==> src/verilog/vic_pkg.sv <==
`default_nettype none
package vic_pkg;
    localparam int NUM_SLOTS = 13;
    localparam logic [3:0] SLOT_RESERVED = 4'h0;
    localparam logic [3:0] SLOT_EXT_A = 4'h1;
    localparam logic [3:0] SLOT_TIMER_A = 4'h2;
    localparam logic [3:0] SLOT_EXT_B = 4'h3;
    localparam logic [3:0] SLOT_TIMER_B = 4'h4;
    localparam logic [3:0] SLOT_UART_A = 4'h5;
    localparam logic [3:0] SLOT_TIMER_C = 4'h6;
    localparam logic [3:0] SLOT_SPI = 4'h7;
    localparam logic [3:0] SLOT_USB = 4'h8;
    localparam logic [3:0] SLOT_I2C = 4'h9;
    localparam logic [3:0] SLOT_ADC = 4'ha;
    localparam logic [3:0] SLOT_COUNTER_ARRAY = 4'hb;
    localparam logic [3:0] SLOT_UART_B = 4'hc;

    localparam logic [15:0] VEC_RESERVED = 16'h0063;
    localparam logic [15:0] VEC_EXT_A = 16'h0003;
    localparam logic [15:0] VEC_TIMER_A = 16'h000b;
    localparam logic [15:0] VEC_EXT_B = 16'h0013;
    localparam logic [15:0] VEC_TIMER_B = 16'h001b;
    localparam logic [15:0] VEC_UART_A = 16'h0023;
    localparam logic [15:0] VEC_TIMER_C = 16'h002b;
    localparam logic [15:0] VEC_SPI = 16'h0053;
    localparam logic [15:0] VEC_USB = 16'h0033;
    localparam logic [15:0] VEC_I2C = 16'h0043;
    localparam logic [15:0] VEC_ADC = 16'h003b;
    localparam logic [15:0] VEC_COUNTER_ARRAY = 16'h005b;
    localparam logic [15:0] VEC_UART_B = 16'h004b;

    localparam logic [15:0] VEC_TABLE [NUM_SLOTS] = '{
        VEC_RESERVED, VEC_EXT_A, VEC_TIMER_A, VEC_EXT_B, VEC_TIMER_B, VEC_UART_A, VEC_TIMER_C,
        VEC_SPI, VEC_USB, VEC_I2C, VEC_ADC, VEC_COUNTER_ARRAY, VEC_UART_B};

    // slots whose source flag the controller clears when it vectors
    localparam logic [NUM_SLOTS-1:0] AUTO_CLEAR_MASK = 13'h0294;

    localparam int SPI_FLAG_W = 4;
    localparam int USB_FLAG_REGS = 4;
    localparam int USB_FLAG_W = 8;
    localparam int PCA_FLAG_W = 8;

    localparam logic [1:0] RETURN_BYTES = 2'h2;

    typedef struct packed {
        logic ext_a_pending;
        logic ext_a_edge_mode;
        logic ext_b_pending;
        logic ext_b_edge_mode;
        logic timer_a_overflow;
        logic timer_b_overflow;
        logic uart_a_rx_flag;
        logic uart_a_tx_flag;
        logic timer_c_overflow_flag;
        logic timer_c_pin_flag;
        logic [SPI_FLAG_W-1:0] spi_status_reg;
        logic [USB_FLAG_REGS*USB_FLAG_W-1:0] usb_irq_flag_regs;
        logic i2c_flag;
        logic adc_flag;
        logic [PCA_FLAG_W-1:0] counter_array_flags;
        logic uart_b_rx_flag;
        logic uart_b_tx_flag;
    } vic_sources_t;

    typedef struct packed {
        logic call_req;
        logic [15:0] call_vector;
        logic [3:0] call_slot;
        logic call_high;
    } vic_call_t;

    typedef struct packed {
        logic ext_a;
        logic timer_a;
        logic ext_b;
        logic timer_b;
        logic timer_c;
        logic spi;
        logic i2c;
    } vic_clear_t;
endpackage : vic_pkg
`default_nettype wire

==> src/verilog/vic_controller.sv <==
// Contract
// - flag left set re-requests after return
// - interrupt return clears active level; pop two
// - plain subroutine return leaves level active
// - pending flag one means request pending
// - enable bit one passes request, zero masks
// - priority bit, then fixed polling order
// - external pins vector 0003h/0013h, edge auto-clear
// - first uart shares 0023h, no clear
// - second uart lowest polled at 004Bh
// - timer c sources share 002Bh, kept
// - spi four flags, 0053h, hardware cleared
// - usb four flag registers, 0033h, kept
`timescale 1ns/10ps
`default_nettype none
module vic_controller (
    input wire logic core_clk,
    input wire logic rst,
    input wire vic_pkg::vic_sources_t sources,
    input wire logic [vic_pkg::NUM_SLOTS-1:0] irq_enable,
    input wire logic [vic_pkg::NUM_SLOTS-1:0] irq_priority,
    input wire logic global_enable,
    input wire logic call_ack,
    input wire logic return_from_interrupt,
    input wire logic subroutine_return,
    output vic_pkg::vic_call_t call,
    output vic_pkg::vic_clear_t flag_clear,
    output logic [1:0] stack_pop_bytes,
    output logic active_high,
    output logic active_low,
    output logic [vic_pkg::NUM_SLOTS-1:0] pending_view
);
    import vic_pkg::*;

    logic [NUM_SLOTS-1:0] raw_req;
    logic [NUM_SLOTS-1:0] live_req;
    logic act_high_reg, act_high_next;
    logic act_low_reg, act_low_next;
    vic_call_t call_reg, call_next;
    vic_clear_t clr_reg, clr_next;
    logic [1:0] pop_reg, pop_next;
    logic [3:0] win_slot;
    logic win_found;
    logic win_high;
    logic [NUM_SLOTS-1:0] high_req;
    logic call_taken;
    logic call_withdrawn;
    logic level_blocked;
    logic call_launch;

    always_comb begin
        raw_req = '0;
        raw_req[SLOT_EXT_A] = sources.ext_a_pending;
        raw_req[SLOT_EXT_B] = sources.ext_b_pending;
        raw_req[SLOT_TIMER_A] = sources.timer_a_overflow;
        raw_req[SLOT_TIMER_B] = sources.timer_b_overflow;
        raw_req[SLOT_UART_A] = sources.uart_a_rx_flag | sources.uart_a_tx_flag;
        raw_req[SLOT_TIMER_C] = sources.timer_c_overflow_flag | sources.timer_c_pin_flag;
        raw_req[SLOT_SPI] = |sources.spi_status_reg;
        raw_req[SLOT_USB] = |sources.usb_irq_flag_regs;
        raw_req[SLOT_I2C] = sources.i2c_flag;
        raw_req[SLOT_ADC] = sources.adc_flag;
        raw_req[SLOT_COUNTER_ARRAY] = |sources.counter_array_flags;
        raw_req[SLOT_UART_B] = sources.uart_b_rx_flag | sources.uart_b_tx_flag;
    end

    for (genvar g = 0; g < NUM_SLOTS; g++) begin : g_slot_mask
        assign live_req[g] = raw_req[g] && irq_enable[g] && global_enable;
        assign high_req[g] = live_req[g] && irq_priority[g];
    end
    assign pending_view = raw_req;

    always_comb begin
        win_found = 1'b0;
        win_slot = '0;
        win_high = 1'b0;
        for (int i = NUM_SLOTS - 1; i >= 0; i--) begin
            if (high_req[i]) begin
                win_found = 1'b1;
                win_slot = 4'(i);
                win_high = 1'b1;
            end
        end
        if (!win_found) begin
            for (int i = NUM_SLOTS - 1; i >= 0; i--) begin
                if (live_req[i]) begin
                    win_found = 1'b1;
                    win_slot = 4'(i);
                end
            end
        end
    end

    // a call stands until the core takes it or its request is withdrawn
    assign call_taken = call_reg.call_req && call_ack;
    assign call_withdrawn = call_reg.call_req && !call_ack && !live_req[call_reg.call_slot];
    assign level_blocked = act_high_reg || (act_low_reg && !win_high);
    // still-set flag re-requests in the cycle after the return
    // the return cycle is skipped so the closed level is seen first
    assign call_launch = !call_reg.call_req && win_found && !return_from_interrupt && !level_blocked;

    always_comb begin
        act_high_next = act_high_reg;
        act_low_next = act_low_reg;
        if (return_from_interrupt) begin
            if (act_high_reg) begin
                act_high_next = 1'b0;
            end else begin
                act_low_next = 1'b0;
            end
        end
        // taken after the return, so a new level wins a same-cycle clash
        if (call_taken) begin
            if (call_reg.call_high) begin
                act_high_next = 1'b1;
            end else begin
                act_low_next = 1'b1;
            end
        end
    end

    always_ff @(posedge core_clk) begin
        if (rst) begin
            act_high_reg <= 1'b0;
            act_low_reg <= 1'b0;
        end else begin
            act_high_reg <= act_high_next;
            act_low_reg <= act_low_next;
        end
    end

    always_comb begin
        call_next = call_reg;
        if (call_taken || call_withdrawn) begin
            call_next.call_req = 1'b0;
        end else if (call_launch) begin
            call_next.call_req = 1'b1;
            call_next.call_slot = win_slot;
            call_next.call_high = win_high;
            call_next.call_vector = VEC_TABLE[win_slot];
        end
    end

    always_ff @(posedge core_clk) begin
        if (rst) begin
            call_reg <= '0;
        end else begin
            call_reg <= call_next;
        end
    end

    always_comb begin
        clr_next = '0;
        pop_next = '0;
        // return pops two bytes
        // a plain return pops as well; it differs in the level update and in not holding off a new call
        if (return_from_interrupt || subroutine_return) begin
            pop_next = RETURN_BYTES;
        end
        if (call_taken) begin
            case (call_reg.call_slot)
                SLOT_EXT_A: begin
                    clr_next.ext_a = sources.ext_a_edge_mode;
                end
                SLOT_EXT_B: begin
                    clr_next.ext_b = sources.ext_b_edge_mode;
                end
                SLOT_TIMER_A: begin
                    clr_next.timer_a = AUTO_CLEAR_MASK[SLOT_TIMER_A];
                end
                SLOT_TIMER_B: begin
                    clr_next.timer_b = AUTO_CLEAR_MASK[SLOT_TIMER_B];
                end
                SLOT_I2C: begin
                    clr_next.i2c = AUTO_CLEAR_MASK[SLOT_I2C];
                end
                SLOT_SPI: begin
                    clr_next.spi = AUTO_CLEAR_MASK[SLOT_SPI];
                end
                // uart, timer c, usb and adc flags kept
                default: begin
                    clr_next = '0;
                end
            endcase
        end
    end

    always_ff @(posedge core_clk) begin
        if (rst) begin
            clr_reg <= '0;
            pop_reg <= '0;
        end else begin
            clr_reg <= clr_next;
            pop_reg <= pop_next;
        end
    end

    assign call = call_reg;
    assign flag_clear = clr_reg;
    assign stack_pop_bytes = pop_reg;
    assign active_high = act_high_reg;
    assign active_low = act_low_reg;
endmodule : vic_controller
`default_nettype wire

==> config.mk <==
export PLATFORM = sky130hd
export DESIGN_NAME = vic_controller
export DESIGN_NICKNAME = d
export VERILOG_FILES = /design/src/verilog/vic_pkg.sv /design/src/verilog/vic_controller.sv
export SDC_FILE = /design/constraint.sdc
export NUM_CORES = 1
export LEC_CHECK = 0
export ABC_CLOCK_PERIOD_IN_PS = 3100
export BUFFER_PORTS_ARGS = -buffer_cell sky130_fd_sc_hd__buf_2
export CAP_MARGIN = 30
export CORE_MARGIN = 2
export CORE_UTILIZATION = 30
export DETAILED_ROUTE_END_ITERATION = 16
export PLACE_DENSITY = 0.6
export SLEW_MARGIN = 10
export SYNTH_ARGS = -nofsm -noshare
export SYNTH_HDL_FRONTEND = slang
export SYNTH_SLANG_ARGS = --single-unit
==> constraint.sdc <==
create_clock -name core_clk -period 3.1 [get_ports core_clk]
set_clock_uncertainty 0.2 [all_clocks]
set_input_delay 0 -clock core_clk [delete_from_list [all_inputs] [get_ports core_clk]]
set_output_delay 0 -clock core_clk [all_outputs]
set_load 0.1 [all_outputs]
== Word level (Yosys, flattened, before mapping) ==
Memories as Yosys holds them, arrays and structs flattened. A register that Yosys moved wholly into a read port is not among the register bits.
Index checks and enable logic that the tools add are counted.

* Bits of input ports: 90
* Memories kept: 1
* ROM bits: 256
* Flip-flop bits (word level): 17

* Bitwise operators: 8
* Eq/ne operators: 6
* $lt $le $gt $ge: 1
* Reduce and logical (&&, ||, !) cells: 60
* Multiplexer cells: 64

{| class="wikitable"
|+ Memories
! name !! depth !! width !! read ports !! clocked after memory_dff !! wr ports !! line !! text
|-
| (no name shown) || 16 || 16 || 1 || 1 || 0 || vic_controller.sv:140 || <nowiki>call_next.call_vector = VEC_TABLE[win_slot];</nowiki>
|}

{| class="wikitable"
|+ Operator list
! cell !! count
|-
| 2-to-1 mux 4 bit || 25
|-
| logical AND 1 bit || 43
|-
| 2-to-1 mux 1 bit || 37
|-
| OR reduction 32 bit || 1
|-
| equality test 4 x 2 -> 1 bit, second input constant || 2
|-
| equality test 4 x 3 -> 1 bit, second input constant || 2
|-
| OR reduction 8 bit || 1
|-
| zero test 1 bit || 6
|-
| OR reduction 3 bit || 2
|-
| < comparator 4 x 5 -> 1 bit, second input constant || 1
|-
| inverter 4 -> 5 bit || 1
|-
| binary-select mux 1 bit (select 4 bit) || 1
|-
| equality test 4 x 1 -> 1 bit, second input constant || 1
|-
| equality test 4 bit, second input constant || 1
|-
| inverter 1 bit || 4
|-
| OR reduction 2 bit || 2
|-
| OR reduction 4 bit || 1
|-
| logical OR 1 bit || 3
|-
| OR 1 bit || 3
|-
| 2-to-1 mux 2 bit || 1
|-
| AND reduction 2 bit || 1
|}

== Logic depth before layout (Yosys ltp) ==
* Word-level depth: 30
* Mapped depth: 13
* Mapped depth without buffers: 12

== Worst setup path before layout ==
No wires, ideal clock.

* Path kind: input-to-reg
* Start: input sources[45] (netlist name)
* End: register call[10] (netlist name)
* Library setup time: 0.125 ns
* Cell stages on the path: 11
* Data arrival time: 2.692 ns
* Path slack: 0.083 ns
* Cells stage by stage: nor4_2 > inv_1 > nand3_1 > and4_4 > and3_1 > buf_6 > a311oi_1 > or2_2 > ha_1 > and3_1 > o41a_1

* Longest elaborated chain between the ends: 25
* Elaborated cells on any way between the ends: 54
* Those cells by class: mux (37); bitwise (2); reduce/logical (15)

{| class="wikitable"
|+ RTL lines
! element !! line !! text
|-
| from (decl) || vic_controller.sv:19 || <nowiki>input wire vic_pkg::vic_sources_t sources,</nowiki>
|-
| OR reduction 4 bit (*) || vic_controller.sv:59 || <nowiki>raw_req[SLOT_SPI] = |sources.spi_status_reg;</nowiki>
|-
| net pending_view, one bit || vic_controller.sv:31 || <nowiki>output logic [vic_pkg::NUM_SLOTS-1:0] pending_view</nowiki>
|-
| logical AND 1 bit (*) (2 in a row) || vic_controller.sv:68 || <nowiki>assign live_req[g] = raw_req[g] && irq_enable[g] && global_enable;</nowiki>
|-
| logical AND 1 bit || vic_controller.sv:69 || <nowiki>assign high_req[g] = live_req[g] && irq_priority[g];</nowiki>
|-
| 2-to-1 mux 4 bit (7 in a row) || vic_controller.sv:78 || <nowiki>if (high_req[i]) begin</nowiki>
|-
| 2-to-1 mux 4 bit (12 in a row) || vic_controller.sv:86 || <nowiki>if (live_req[i]) begin</nowiki>
|-
| 2-to-1 mux 4 bit || vic_controller.sv:84 || <nowiki>if (!win_found) begin</nowiki>
|-
| inverter 4 -> 5 bit (not written as such) || vic_controller.sv:140 ||
|}

Mark *: on every way through the listed nets, which the timed path passes. The rest lies on a longest branch. The select of a mux whose other input is x is not followed.
A chain may end at the register's enable or synchronous reset.

== Worst setup path in the final report ==
* Start: input sources[45] (netlist name)
* End: register call[11] (netlist name)

* Longest elaborated chain between the ends: 25
* Elaborated cells on any way between the ends: 54
* Those cells by class: mux (37); bitwise (2); reduce/logical (15)

{| class="wikitable"
|+ RTL lines
! element !! line !! text
|-
| OR reduction 4 bit (*) || vic_controller.sv:59 ||
|-
| logical AND 1 bit (*) (2 in a row) || vic_controller.sv:68 ||
|-
| logical AND 1 bit || vic_controller.sv:69 ||
|-
| 2-to-1 mux 4 bit (7 in a row) || vic_controller.sv:78 ||
|-
| 2-to-1 mux 4 bit (12 in a row) || vic_controller.sv:86 ||
|-
| 2-to-1 mux 4 bit (*) || vic_controller.sv:84 ||
|-
| net win_slot[0] || vic_controller.sv:42 || <nowiki>logic [3:0] win_slot;</nowiki>
|-
| inverter 4 -> 5 bit (not written as such) (*) || vic_controller.sv:140 ||
|}

Marked as above.

==> impl_metrics.ini <==
[worst_setup_path]
r2r-end = call[21]
critPathMaxStageDelay_ns = 0.39
crit_fanout = 5
timing.critical_path.buf_inv = 3
end_kind = flop
cp_cell_sequence = buf_2 > nor4_2 > inv_1 > and3_1 > a222oi_1 > o21ai_0 > a311oi_1 > or2_2 > inv_1 > ha_1 > o311ai_1 > o31ai_1
crit_top_cell = inv_1
r2r_setup_slack_ns = 1.10
reg2reg_depth = 4
crit_type = in2reg
critPathArrivalTime_ns = 2.55
crit_start = sources[45]
timing.rr.start = call[2]
crit_path_end = call[11]
critPathLaunchType = input port
critPathTopFamily = compound AO/OA/AOI/OAI gates
cp.depth = 12
worstPathRequired_ns = 3.06
critPathSlowestCell = a311oi_1

[cells_and_area]
layout.nets = 454
nFillCells = 635
area_growth_syn_to_layout_pct = 40.9
postLayoutCellArea_um2 = 2610
fin_util_pct = 43.8
drive_above_1_share_pct = 43.2
instances_no_fill = 434
n_antenna_cell = 0
largest_reg_flops = 11

[drt]
totalWireLength_um = 5990
wl_per_cell_um = 13.8
drcViolationCount = 0
antenna_left = 0
drt_pass1_iterations = 4
viasPerCell = 5.22
drtIter0Drc = 102
dr_total_vias = 2266

[synth]
synth-seq-cells = 20
synth_most_common_cell = buf_4
syn_inst = 234
async_flop_share_pct = 0
yosysWarnings = 0
avgSynthCellArea_um2 = 7.91
ys_top_cells_by_count = 22 x buf_4, 20 x dfxtp_1, 20 x nand2_1
ys.flop_type = dfxtp_1
netlist.area_leader.share_pct = 21.6
netlist_area_um2 = 1850
synth_cell_types = 60
synth_edf_count = 0
ys_seq_area_share_pct = 21.6
synth_area_leaders = dfxtp_1 22%, buf_4 8.9%, nand2_1 4.1%
synth_area_leader_cell = dfxtp_1

[timing]
period_minus_slack_ns = 2.59
holdWs_ns = 0.0831
rsz0062_at_grt = false
finalHoldViolCount = 0
setup_violations = 0
fin_crit_sh_pct = 83.7
max_freq_ghz = 0.386
drv_slew = 0
tns_ns = 0
fin_ws_ns = 0.506

[run]
drv_cap = 0

[floorplan]
coreArea_um2 = 5960
fp.dieW_um = 82.6
io-pin-count = 136
die_area_um2 = 6820
die_h_um = 82.6
core.rowCount = 28
initial_core_util_pct = 31.1

[global_routing]
grt_overflow_total = 0
grt_pass1_wl_um = 9000
antenna_found_initial = 0
grt_max_degree = 25
grt_pass1_vias = 2075
globalRouteTotalUtil_pct = 17.0

[placed_design]
port_buffers = 120
gp_congestion = 0.869
dp_slack_ns = 0.248
placed_area_um2 = 2450
hpwl_um = 4920
placedCellCount = 421

[clock_tree]
path_clk_slew_ns = 0.08
cts_buffer_depth = 2
cts.sinks = 20
cts.root.buffer_cell = clkbuf_8
cts_setup_buffers = 0
cts_resized = 0
tritoncts = built
numCtsBuffers = 3
hold_buffers = 9
cts.htree.levels = 1
insertion_delay_ns = 0.27

[run_status]
status = finished, final reports clean

[min_path]
hold_path.class = in2reg

[pwr]
peakVddDrop_v = 0.000238
powerDensity_nw_per_um2 = 453
p_leak_nw = 1.29
total_power_mw = 1.18
[layout make-up]
cell class	count	area, um2	area share [%]
clock inverter	1	30.0	1.15
sequential	20	400	15.3
clock buffer	3	41.3	1.58
inverter	9	33.8	1.29
tap	75	93.8	3.60
multi-input combinational	189	1260	48.2
timing repair buffer	137	751	28.8
[cells by family (layout without fill, tap and decap cells)]
logic type	count (synthesis)	after routing	synth area share [%]
AOI/OAI and AO/OA	67	67	28.3
adders and majority gates	4	4	2.70
buffers and inverters	37	150	12.8
DFF	20	20	21.6
muxes	3	3	3.04
other	1	13	0.203
and+or+nand+nor	102	102	31.3
[where the power goes]
part           internal, mW  leakage, nW  total (mW)  switching, mW
clock network         0.173       0.0357       0.267         0.0938
logic                 0.168         1.09       0.614          0.446
registers             0.277        0.164       0.300         0.0232
[worst min path at each step]
| stage | startpoint | endpoint | slack (ns) | cells past startpoint |
|---|---|---|---|---|
| 3_5_place_dp | subroutine_return | stack_pop_bytes[1] | 0.01 | 3 |
| 3_3_place_gp | subroutine_return | stack_pop_bytes[1] | 0.004 | 3 |
| 2_1_floorplan | subroutine_return | stack_pop_bytes[1] | -0.08 | 2 |
| 5_1_grt | irq_priority[3] | call[3] | 0.12 | 6 |
| 6_report | irq_priority[3] | call[3] | 0.08 | 6 |
| 4_1_cts | irq_priority[3] | call[3] | 0.08 | 6 |
[routing by layer]
layer	GRT usage, %	up-vias	share of wire [%]
li1	-	1127	-
met1	19.3	1033	42
met2	32.8	102	48
met3	3.15	4	8.9
met4	3.77	0	0.77
met5	0	-	0
[worst reg2reg max path: cells and delay by family, from the launching register on]
| kind | cells | cell delay (ns) |
|---|---|---|
| AOI/OAI and AO/OA | 2 | 0.27 |
| DFF | 1 | 0.59 |
| muxes | 2 | 0.82 |
[placed cells by master, fill, tap and decap left out, types with 4 or more instances in the layout]
master | Yosys | final
a211oi_1 | 4 | 4
a21oi_1 | 9 | 9
and3_1 | 8 | 8
buf_2 | 0 | 120
buf_4 | 22 | 8
conb_1 | 1 | 13
dfxtp_1 | 20 | 20
dlygate4sd3_1 | 0 | 9
ha_1 | 4 | 4
inv_1 | 9 | 9
nand2_1 | 20 | 20
nand3_1 | 15 | 15
nand4_1 | 5 | 5
nor2_1 | 10 | 10
nor3_1 | 7 | 7
nor4_1 | 11 | 11
o211a_1 | 5 | 5
o211ai_1 | 7 | 7
o21ai_0 | 8 | 8
or2_2 | 5 | 5
No activity file was read; power rests on OpenSTA's default activity.
